### src/design/dfsi_pkg.sv
package dfsi_pkg;

   // Profile setting codes (0 = inactive)
   localparam logic [3:0] PROFILE_OFF = 4'h0;
   localparam int WORD_W = 16;
   localparam int MAX_WORDS = 6;

   // Word positions in the returned image
   localparam logic [2:0] WORD_STATUS = 3'h0;
   localparam logic [2:0] WORD_SPEED = 3'h1;
   localparam logic [2:0] WORD_INPUTS = 3'h2;
   localparam logic [2:0] WORD_PARAM = 3'h3;
   localparam logic [2:0] WORD_TORQUE = 3'h4;
   localparam logic [2:0] WORD_CURRENT = 3'h5;

   // Status word field positions
   localparam int ST_FAULT_BIT = 15;
   localparam int ST_PID_AUTO_BIT = 14;
   localparam int ST_UNDERVOLT_BIT = 13;
   localparam int ST_REMOTE_BIT = 12;
   localparam int ST_JOG_BIT = 11;
   localparam int ST_CW_BIT = 10;
   localparam int ST_ENABLE_BIT = 9;
   localparam int ST_RUN_BIT = 8;

   // Discrete input byte: input one sits in bit 7 down to input four in bit 4
   localparam int DI_TOP_BIT = 7;
   localparam int DI_COUNT = 4;

   // Speed scaling: 13-bit magnitude plus sign
   localparam logic [15:0] SPEED_FULL_CW = 16'h1FFF;
   localparam logic [15:0] SPEED_FULL_CCW = 16'hE001;

   // Operating-state parameter codes
   localparam logic [15:0] STATE_READY = 16'h0000;
   localparam logic [15:0] STATE_RUN = 16'h0001;
   localparam logic [15:0] STATE_UNDERVOLT = 16'h0002;
   localparam logic [15:0] STATE_FAULT = 16'h0003;

   // Bus parameter fault code range
   localparam logic [7:0] BUS_PARAM_FAULT_FIRST = 8'h18;
   localparam logic [7:0] BUS_PARAM_FAULT_LAST = 8'h1B;

   // Filter time constants in ms and the clock rate
   localparam int CLK_HZ = 50000000;
   localparam int TORQUE_TAU_MS = 500;
   localparam int CURRENT_TAU_MS = 300;
   localparam int TORQUE_TAU_CYC = CLK_HZ / 1000 * TORQUE_TAU_MS;
   localparam int CURRENT_TAU_CYC = CLK_HZ / 1000 * CURRENT_TAU_MS;
   // Filter update period; k = tau / tick, alpha = 1/k
   localparam int FILT_TICK_CYC = 50000;
   localparam int TORQUE_K = TORQUE_TAU_CYC / FILT_TICK_CYC;
   localparam int CURRENT_K = CURRENT_TAU_CYC / FILT_TICK_CYC;

   // Link-loss actions
   typedef enum logic [2:0] {
      DFSI_LOSS_RAMP_STOP,
      DFSI_LOSS_COAST,
      DFSI_LOSS_HOLD,
      DFSI_LOSS_LOCAL,
      DFSI_LOSS_LOCAL_KEEP
   } dfsi_loss_t;

endpackage

### src/design/dfsi_status_image.sv
`timescale 1ns/10ps
module dfsi_status_image #(
   parameter int TORQUE_K = dfsi_pkg::TORQUE_K,
   parameter int CURRENT_K = dfsi_pkg::CURRENT_K,
   parameter int FILT_TICK_CYC = dfsi_pkg::FILT_TICK_CYC
) (
   // Clock and reset
   input wire logic clk_sys,
   input wire logic srst,
   // Settings
   input wire logic [3:0] bus_profile_select,
   input wire logic [1:0] bus_standard,
   input wire logic [1:0] bus_word_count_code,
   input wire logic [2:0] link_loss_action,
   // Link condition
   input wire logic link_lost,
   input wire logic board_off,
   // Drive state
   input wire logic fault_active,
   input wire logic pid_auto,
   input wire logic undervoltage,
   input wire logic remote_mode,
   input wire logic jog_active,
   input wire logic rot_cw,
   input wire logic gen_enable,
   input wire logic running,
   input wire logic [7:0] fault_code,
   // Speed as fraction of synchronous speed, 13-bit magnitude
   input wire logic [12:0] speed_mag,
   // Discrete inputs, one to four
   input wire logic discrete_input_one,
   input wire logic discrete_input_two,
   input wire logic discrete_input_three,
   input wire logic discrete_input_four,
   // Selected parameter, already scaled to full precision
   input wire logic [15:0] param_read_select,
   input wire logic [15:0] param_value,
   input wire logic param_is_state,
   // Raw currents, undotted
   input wire logic [15:0] torque_current_param,
   input wire logic [15:0] motor_current_param,
   // Bus-driven commands before loss handling
   input wire logic bus_start,
   input wire logic bus_enable,
   input wire logic bus_remote,
   input wire logic [15:0] bus_outputs,
   // Image out
   output logic [15:0] image_word [dfsi_pkg::MAX_WORDS],
   output logic [2:0] image_words,
   output logic [15:0] param_select_out,
   // Reaction outputs
   output logic cmd_start,
   output logic cmd_enable,
   output logic cmd_remote,
   output logic cmd_keep_ref,
   output logic [15:0] cmd_outputs
);

   ////////////////////////////////////////////////////////////////////////
   // Profile decode: code 1..3 one standard, 4..6 another, 7..9 a third
   logic [2:0] words_next;
   logic [2:0] words_reg;
   logic [1:0] std_next;
   logic [1:0] std_reg;

   always_comb begin
      words_next = 3'h0;
      std_next = 2'h0;
      if (bus_profile_select != dfsi_pkg::PROFILE_OFF &&
          bus_profile_select <= 4'h9) begin
         std_next = 2'((bus_profile_select - 4'h1) / 4'h3) + 2'h1;
         unique case (4'((bus_profile_select - 4'h1) % 4'h3))
            4'h0: words_next = 3'h2;
            4'h1: words_next = 3'h4;
            default: words_next = 3'h6;
         endcase
      end
   end

   always_ff @(posedge clk_sys) begin
      if (srst) begin
         words_reg <= 3'h0;
         std_reg <= 2'h0;
      end else begin
         words_reg <= words_next;
         std_reg <= std_next;
      end
   end

   assign image_words = words_reg;
   assign param_select_out = param_read_select;

   ////////////////////////////////////////////////////////////////////////
   // Filters: y += (x - y) / k each tick, 16 fractional bits held
   logic [15:0] tick_reg;
   logic [15:0] tick_next;
   logic tick;
   logic [31:0] torq_acc_reg;
   logic [31:0] torq_acc_next;
   logic [31:0] curr_acc_reg;
   logic [31:0] curr_acc_next;

   assign tick = (tick_reg == 16'(FILT_TICK_CYC - 1));

   function automatic logic [31:0] lp_step(input logic [31:0] acc,
                                           input logic [15:0] x,
                                           input int k);
      logic signed [33:0] diff;
      diff = $signed({2'b00, x, 16'h0000}) - $signed({2'b00, acc});
      lp_step = 32'($signed({2'b00, acc}) + diff / k);
   endfunction

   always_comb begin
      tick_next = tick ? 16'h0000 : tick_reg + 16'h0001;
      torq_acc_next = torq_acc_reg;
      curr_acc_next = curr_acc_reg;
      if (tick) begin
         torq_acc_next = lp_step(torq_acc_reg, torque_current_param,
                                 TORQUE_K);
         curr_acc_next = lp_step(curr_acc_reg, motor_current_param,
                                 CURRENT_K);
      end
   end

   always_ff @(posedge clk_sys) begin
      if (srst) begin
         tick_reg <= 16'h0000;
         torq_acc_reg <= 32'h00000000;
         curr_acc_reg <= 32'h00000000;
      end else begin
         tick_reg <= tick_next;
         torq_acc_reg <= torq_acc_next;
         curr_acc_reg <= curr_acc_next;
      end
   end

   ////////////////////////////////////////////////////////////////////////
   // Image assembly
   logic [15:0] full_next [dfsi_pkg::MAX_WORDS];
   logic [15:0] img_next [dfsi_pkg::MAX_WORDS];
   logic [15:0] img_reg [dfsi_pkg::MAX_WORDS];
   logic [3:0] di_vec;
   logic [15:0] state_code;
   logic bus_fault;

   assign di_vec = {discrete_input_one, discrete_input_two,
                    discrete_input_three, discrete_input_four};
   assign bus_fault = fault_code >= dfsi_pkg::BUS_PARAM_FAULT_FIRST &&
                      fault_code <= dfsi_pkg::BUS_PARAM_FAULT_LAST;

   always_comb begin
      // Fault wins over undervoltage, unless its code is a bus parameter fault (18h..1Bh), since it is the more urgent report
      if (fault_active && !bus_fault) begin
         state_code = dfsi_pkg::STATE_FAULT;
      end else if (undervoltage) begin
         state_code = dfsi_pkg::STATE_UNDERVOLT;
      end else if (running) begin
         state_code = dfsi_pkg::STATE_RUN;
      end else begin
         state_code = dfsi_pkg::STATE_READY;
      end
   end

   always_comb begin
      full_next[dfsi_pkg::WORD_STATUS] = {fault_active, pid_auto,
         undervoltage, remote_mode, jog_active, rot_cw, gen_enable,
         running, fault_code};
      // Two's complement keeps CCW full scale at E001h
      full_next[dfsi_pkg::WORD_SPEED] = rot_cw ? {3'b000, speed_mag} :
         16'(16'h0000 - {3'b000, speed_mag});
      full_next[dfsi_pkg::WORD_INPUTS] = {8'h00, di_vec, 4'h0};
      full_next[dfsi_pkg::WORD_PARAM] = param_is_state ? state_code :
         param_value;
      full_next[dfsi_pkg::WORD_TORQUE] = torq_acc_reg[31:16];
      full_next[dfsi_pkg::WORD_CURRENT] = curr_acc_reg[31:16];
   end

   genvar gi;
   generate
      for (gi = 0; gi < dfsi_pkg::MAX_WORDS; gi++) begin : g_word
         assign img_next[gi] = (3'(gi) < words_reg) ? full_next[gi] :
                               16'h0000;
         always_ff @(posedge clk_sys) begin
            if (srst) begin
               img_reg[gi] <= 16'h0000;
            end else begin
               img_reg[gi] <= img_next[gi];
            end
         end
         assign image_word[gi] = img_reg[gi];
      end
   endgenerate

   ////////////////////////////////////////////////////////////////////////
   // Link-loss reaction
   typedef enum logic [1:0] {
      DFSI_ONLINE,
      DFSI_OFFLINE
   } dfsi_link_t;

   dfsi_link_t link_reg;
   dfsi_link_t link_next;
   logic loss;
   logic start_next, enable_next, remote_next, keep_next;
   logic start_reg, enable_reg, remote_reg, keep_reg;
   logic [15:0] outs_next;
   logic [15:0] outs_reg;

   assign loss = (link_lost || board_off) && std_reg != 2'h0;

   always_comb begin
      link_next = link_reg;
      start_next = bus_start;
      enable_next = bus_enable;
      remote_next = bus_remote;
      keep_next = 1'b0;
      outs_next = bus_outputs;
      unique case (link_reg)
         DFSI_ONLINE: begin
            if (loss) begin
               link_next = DFSI_OFFLINE;
            end
         end
         DFSI_OFFLINE: begin
            start_next = start_reg;
            enable_next = enable_reg;
            remote_next = remote_reg;
            keep_next = keep_reg;
            outs_next = outs_reg;
            if (!loss) begin
               link_next = DFSI_ONLINE;
               outs_next = 16'h0000;
               keep_next = 1'b0;
            end
         end
         default: link_next = DFSI_ONLINE;
      endcase
      if (link_next == DFSI_OFFLINE && link_reg == DFSI_ONLINE) begin
         unique case (link_loss_action)
            3'(dfsi_pkg::DFSI_LOSS_RAMP_STOP): start_next = 1'b0;
            3'(dfsi_pkg::DFSI_LOSS_COAST): enable_next = 1'b0;
            3'(dfsi_pkg::DFSI_LOSS_HOLD): ;
            3'(dfsi_pkg::DFSI_LOSS_LOCAL): remote_next = 1'b0;
            3'(dfsi_pkg::DFSI_LOSS_LOCAL_KEEP): begin
               remote_next = 1'b0;
               keep_next = 1'b1;
            end
            default: ;
         endcase
      end
   end

   always_ff @(posedge clk_sys) begin
      if (srst) begin
         link_reg <= DFSI_ONLINE;
         start_reg <= 1'b0;
         enable_reg <= 1'b0;
         remote_reg <= 1'b0;
         keep_reg <= 1'b0;
         outs_reg <= 16'h0000;
      end else begin
         link_reg <= link_next;
         start_reg <= start_next;
         enable_reg <= enable_next;
         remote_reg <= remote_next;
         keep_reg <= keep_next;
         outs_reg <= outs_next;
      end
   end

   assign cmd_start = start_reg;
   assign cmd_enable = enable_reg;
   assign cmd_remote = remote_reg;
   assign cmd_keep_ref = keep_reg;
   assign cmd_outputs = outs_reg;

   ////////////////////////////////////////////////////////////////////////
   AST_WORDS_SIX: assert property (@(posedge clk_sys)
      disable iff (srst)
      (bus_profile_select == 4'h3) |=> image_words == 3'h6)
      else $error("six-word profile not decoded");
   AST_TRIM: assert property (@(posedge clk_sys) disable iff (srst)
      (words_reg == 3'h2) |=> image_word[2] == 16'h0000)
      else $error("word three returned in two-word profile");
   AST_STATUS: assert property (@(posedge clk_sys) disable iff (srst)
      (words_reg != 3'h0) |=> image_word[0][7:0] == $past(fault_code) &&
      image_word[0][15] == $past(fault_active))
      else $error("status word mismatch");
   AST_RUNBIT: assert property (@(posedge clk_sys) disable iff (srst)
      (words_reg != 3'h0) |=> image_word[0][8] == $past(running))
      else $error("run bit mismatch");
   AST_SPEED: assert property (@(posedge clk_sys) disable iff (srst)
      (words_reg != 3'h0 && !rot_cw && speed_mag == 13'h1FFF) |=>
      image_word[1] == dfsi_pkg::SPEED_FULL_CCW)
      else $error("CCW full speed not E001h");
   AST_DI1: assert property (@(posedge clk_sys) disable iff (srst)
      (words_reg >= 3'h4) |=> image_word[2][7] ==
      $past(discrete_input_one))
      else $error("input one not in bit 7");
   AST_LOSS0: assert property (@(posedge clk_sys) disable iff (srst)
      (link_reg == DFSI_ONLINE && loss && link_loss_action == 3'h0) |=>
      !cmd_start [*2])
      else $error("ramp stop not applied");
   AST_LOSS3: assert property (@(posedge clk_sys) disable iff (srst)
      (link_reg == DFSI_ONLINE && loss && link_loss_action == 3'h3) |=>
      !cmd_remote)
      else $error("local mode not taken");
   AST_RETURN: assert property (@(posedge clk_sys) disable iff (srst)
      (link_reg == DFSI_OFFLINE && !loss) |=> cmd_outputs == 16'h0000)
      else $error("outputs not reset on return");
   AST_STATE: assert property (@(posedge clk_sys) disable iff (srst)
      (words_reg >= 3'h4 && param_is_state && undervoltage &&
      !fault_active) |=> image_word[3] == 16'h0002)
      else $error("undervoltage state code wrong");

endmodule

### config.mk
export PLATFORM = sky130hd
export DESIGN_NAME = dfsi_status_image
export DESIGN_NICKNAME = d
export VERILOG_FILES = /design/src/design/dfsi_pkg.sv /design/src/design/dfsi_status_image.sv
export SDC_FILE = /design/constraint.sdc
export NUM_CORES = 1
export LEC_CHECK = 0
export BUFFER_PORTS_ARGS = -buffer_cell sky130_fd_sc_hd__clkbuf_2
export CAP_MARGIN = 20
export CORE_UTILIZATION = 60
export CTS_BUF_LIST = sky130_fd_sc_hd__clkbuf_4
export DETAILED_ROUTE_END_ITERATION = 12
export MAX_ROUTING_LAYER = met4
export PLACE_DENSITY_LB_ADDON = 0.1
export SLEW_MARGIN = 20
export SYNTH_ARGS = -nofsm -noshare
export SYNTH_HDL_FRONTEND = slang
export SYNTH_SLANG_ARGS = --single-unit
### constraint.sdc
create_clock -name clk_sys -period 66.9 [get_ports clk_sys]
set_clock_uncertainty 0.05 [all_clocks]
set_input_delay 20.07 -clock clk_sys [delete_from_list [all_inputs] [get_ports clk_sys]]
set_output_delay 20.07 -clock clk_sys [all_outputs]
set_load 0.05 [all_outputs]
# == Word-level counts from Yosys, hierarchy flattened ==
# Memories as Yosys holds them, arrays and structs flattened.
# Index checks and enable logic that the tools add are counted.
# word_totals
memories,1
regBits,107
input_bits,132
word_cells,102
ram_bits,96
out_inout_bits,135
# op_classes
n_lt_le_gt_ge,9
reduce_logical,15
n_eq_ne,8
n_div,4
bitwise,7
n_mux,39
n_addsub,8
# memory_table
name,words,word_bits,rd,rd_ports_with_merged_regs,wr,line,text
img_reg,6,16,6,0,6,dfsi_status_image.sv:141,logic [15:0] img_reg [dfsi_pkg::MAX_WORDS];
# op_table
op,count
16-bit two-way mux,15
"34-bit by 10-bit divider with 34-bit output, second input constant",2
32-bit by 32-bit subtractor with 33-bit output,2
32-bit adder,2
1-bit two-way mux,17
"16-bit by 1-bit adder with 16-bit output, second input constant",1
"16-bit == test, second input constant",1
"1-bit by 13-bit subtractor with 14-bit output, first input constant",1
"8-bit by 5-bit >= comparator with 1-bit output, second input constant",1
"8-bit by 5-bit less-or-equal comparator with 1-bit output, second input constant",1
2-bit two-way mux,4
8-bit two-way mux,1
"1-bit by 3-bit less-than comparator with 1-bit output, first input constant",2
"2-bit by 3-bit less-than comparator with 1-bit output, first input constant",2
"3-bit less-than comparator, first input constant",2
1-bit OR,6
3-bit one-hot mux with 2 select lines,1
2-bit OR reduction,3
1-bit logical AND,5
"4-bit by 2-bit divider with 4-bit output, second input constant",1
"2-bit by 1-bit == test with 1-bit output, second input constant",2
"4-bit by 1-bit == test with 1-bit output, second input constant",1
"4-bit less-or-equal comparator, second input constant",1
4-bit logical NOT,1
15 further kinds,15

# == Depth between registers and ports, before layout ==
# logic_depth
depth_word,8
depth_mapped,131
depth_no_buf,118

# == Worst setup path before layout ==
# OpenSTA, ideal clock, no wires.
# synth_timing
kind,input to register
from,input motor_current_param[4]
to,register curr_acc_reg[31]
arrival_time_ns,46.160
path_stages,122
n_path_buf,6
path_slack_ns,20.619
path_cell_list,ha_1 -> buf_2 -> and3_1 -> a22o_1 -> a311o_1 -> a211oi_2 -> or4b_1 -> buf_4 -> or4b_1 -> nor4_4 -> o21ai_2 -> a21oi_2 -> o21a_1 -> buf_4 -> mux2_2 -> a21oi_2 -> o31a_2 -> o21ai_1 -> (+86 left out) -> o21bai_1 -> a21oi_1 -> o21bai_1 -> a21oi_1 -> o21bai_1 -> a21oi_1 -> o21bai_1 -> a21oi_1 -> nor2b_1 -> o21a_1 -> o21a_1 -> o21a_1 -> o21ai_0 -> nand2b_1 -> a21oi_1 -> xor2_1 -> or3_1 -> a21oi_1
# synth_via
elab_chain_len,3
# synth_rtl
item,line,text
start: declaration,dfsi_status_image.sv:41,"input wire logic [15:0] motor_current_param,"
32-bit by 32-bit subtractor with 33-bit output,dfsi_status_image.sv:109,"diff = $signed({2'b00, x, 16'h0000}) - $signed({2'b00, acc});"
34-bit by 10-bit divider with 34-bit output,dfsi_status_image.sv:110,"lp_step = 32'($signed({2'b00, acc}) + diff / k);"
32-bit adder,dfsi_status_image.sv:110,
end signal: assignment,dfsi_status_image.sv:133,curr_acc_reg <= curr_acc_next;
end: declaration,dfsi_status_image.sv:100,logic [31:0] curr_acc_reg;
# Every way passes these cells.
# A chain may end at the register's enable or synchronous reset.

# == Final worst setup path ==
# layout_timing
from,input motor_current_param[0]
to,register curr_acc_reg[31]
# Same word-level chain as after synthesis.

==> flow_results.org <==
** Logic synthesis
- Seq/Total Area, Yosys :: 12.28%
- In this run, synthesis produced a sequential element count of 188.
- Counting distinct cell types in the post-synthesis netlist gives 160.
- EDFF count, synth :: 0
- The mapped netlist covers 30660 sq um.
- Number of warnings printed during yosys synthesis :: 0
- Syn avg cell area :: 7.222 sq um
- Most frequently used flop master after synthesis :: dfxtp_1
- After synthesis, the share of flip-flops with an asynchronous set or reset is 0%.
- Post-synthesis cell count :: 4245

** Worst setup path
- RR Endpoint :: curr_acc_reg[31]$_SDFFE_PP0P_
- Critical path origin :: motor_current_param[0]
- The most critical setup path has its endpoint at curr_acc_reg[31]$_SDFFE_PP0P_.
- Data on the critical path is required at its endpoint by 67.44 ns.
- Along the worst path, the maximum fanout reaches 20.
- For the worst setup path, the data arrival time is 53.79 ns.
- The setup path with the least slack is of type in2reg.
- The startpoint identified for the worst register-to-register timing path is curr_acc_reg[1]$_SDFFE_PP0P_.
- In this design, the critical path's most frequently occurring cell is a21oi_1.
- Critical Path Sink Type :: flop
- Worst R2R Path Depth :: 116
- Cell with the largest stage delay on the worst path :: xor2_1
- CP Launch Type :: input port
- Delay contributed by the slowest stage of the critical path :: 0.85 ns
- The worst register-to-register path has a setup slack of 32.17 ns.

** Placement
- The placed instances occupy a cell area of 31680 sq um.
- At the placement stage, the worst setup path has a slack of 13.59 ns.
- Count of input and output buffers :: 217
- Sum of net half-perimeters after detailed placement :: 67590 microns
- The congestion estimate from routability-driven global placement came to 0.9627.

** CTS
- For this design, the sink count on the clock tree is 188.
- Clock-pin transition on the worst setup and hold timing paths :: 0.16 ns
- The clock passes through at most 2 buffers.
- TritonCTS built the clock tree.
- Clock latency on the worst-skew pair :: 0.67 ns
- Post-CTS resize count :: 0
- Buffers inserted to repair hold after CTS numbered 0.
- The number of clock buffers added by TritonCTS is 17.
- Post-CTS setup-driven buffer insertion count :: 0
- The H-tree was split into 4 levels.
- CTS root buffer :: clkbuf_4

** STA
- Setup repair after global routing left no endpoint under its margin.
- Adding up every negative setup slack in the final design gives 0 ns.
- Setup violations remaining at the end of the flow were counted as 0.
- The final count of pins violating max slew was 0.
- Shortest period the worst path allows :: 53.25 ns
- The count of final hold-check violations was 0.
- Portion of the clock cycle consumed by the worst path in the final layout :: 79.59%
- Slew margin rel. :: 24.97%
- Hold is met by 0.4322 ns.
- At the pin with the least slew margin, the transition time is 1.117 ns.
- Final WS setup :: 13.65 ns
- Static timing analysis puts the maximum clock frequency at 18.78 MHz.

** Die
- Floorplan Core Area :: 50270 sq um
- Die width :: 228.0 microns
- The die covers 52000 sq um.
- The floorplan step set the die height to 228.0 microns.
- Row count :: 82
- I/O pin count :: 267
- The initial utilization of the core area, before any placement, comes to 60.98%.

** Global route
- For this run, global-route usage on met1 was measured as 43.97%.
- Maximum number of pins on one net before global-route repair :: 81
- Global routing consumed, on the met2 layer, 54.41% of the routing resources.
- Wire length of the first global-routing pass :: 145300 microns
- GR Layer Usage met3 :: 2.913%
- Global routing used 33.26% of the available tracks across all layers.
- The global routing stage identified its most utilized layer as met2.
- Residual overflow from global routing :: 0
- The number of global-route vias before repair was 29160.
- The number of antenna violations at the first check in global routing was 4.

** Cells and area
- The register with the most flip-flops in the layout has 82 of them.
- Layout net count :: 4551
- Most frequent cells in the layout :: nand2_1 (406), nor2_1 (351), a21oi_1 (323)
- Most common cell after layout, fill and taps aside :: nand2_1
- Layout cell share with drive strength beyond 1 :: 12.06%
- The finished cells cover 31970 sq um.
- Compared with the post-synthesis result, the final layout area differs by 4.273%.

** Detailed routing
- In this run the remaining antenna-violating nets after routing total 0.
- Residual DRC count :: 0
- After the first detailed-routing iteration, the DRC count stood at 2451.
- Detailed-router iteration count before antenna repair :: 6
- In the routed layout, each cell is associated on average with a via count of 6.512.
- DR vias :: 32540
- Final WL :: 87860 microns
- Routed length per placed instance :: 17.58 microns

** Run status
- The flow ran to the end, and the final reports show no timing, DRC or antenna violations.

** Worst hold path
- Classification of the worst-slack hold path :: reg2reg

** Flow run
- Across the run, the number of max-cap violations was 0.
-- through the flow --
stage	cells	util, %
floorplan	4258	-
global placement	4962	63.01
detailed placement	4962	63.01
CTS	4993	63.53
global route	4997	63.58
finish	4997	63.58
-- critical path: cells and delay by family --
family          cells  cell delay (ns)
mux                 4             1.55
xor+xnor            5             2.47
fa+ha+maj           3             0.86
buf+inv             4             0.45
compound gates     81            23.51
simple gates       19             4.82
-- worst min path at each step --
stage	from	endpoint	slack, ns	depth (start not counted)
detailed placement	tick_reg[0]$_SDFF_PP0_	tick_reg[0]$_SDFF_PP0_	0.40	1
floorplan	tick_reg[0]$_SDFF_PP0_	tick_reg[0]$_SDFF_PP0_	0.38	1
CTS	link_reg[1]$_SDFF_PP0_	link_reg[0]$_SDFF_PP0_	0.43	1
finish	link_reg[1]$_SDFF_PP0_	link_reg[0]$_SDFF_PP0_	0.43	1
global route	tick_reg[0]$_SDFF_PP0_	tick_reg[0]$_SDFF_PP0_	0.47	1
global placement	tick_reg[0]$_SDFF_PP0_	tick_reg[0]$_SDFF_PP0_	0.39	1
-- cell type report --
class                           count  area [sq um]
Fill cell                        4797         18310
Inverter                          150         563.0
Timing Repair Buffer              246          1306
Clock inverter                     13         127.6
Clock buffer                       18         135.1
Multi-Input combinational cell   3706         25220
Antenna cell                        4         10.01
Tap cell                          672         840.8
Sequential cell                   188          3764
-- cell usage after synthesis, types with 85 or more instances --
library cell	count	area share, %
xor2_1	105	3.0
nand2_1	406	5.0
nor3_1	149	2.4
nand3_1	117	1.9
ha_1	108	4.4
inv_1	145	1.8
o21ai_0	194	3.2
a21oi_1	323	5.3
dfxtp_1	188	12
and3_1	92	1.9
xnor2_1	296	8.5
clkbuf_1	94	1.2
and2_1	85	1.7
nor2_1	352	4.3
-- cell families (layout without fill, tap and decap cells) --
logic type,count (synthesis),count (layout),synth area share (%)
multiplexers,97,97,3.400
other,1,18,0.01223
flip-flops,188,188,12.28
adder cells (fa/ha/maj),126,126,5.065
XOR/XNOR,415,415,12.31
AND/OR/NAND/NOR,1596,1596,26.51
AO/OA/AOI/OAI,1458,1458,34.65
buffers and inverters,364,427,5.771
-- layer usage --
metal	wire length (microns)	share of wire [%]	up-vias
met5	0	0	-
met1	40070	46	15400
li1	-	-	16120
met3	4548	5.2	111
met2	41610	47	915
met4	1628	1.9	0
Power is not shown: default switching activity piles up to over one toggle a cycle in this logic, so the estimate is an artifact.
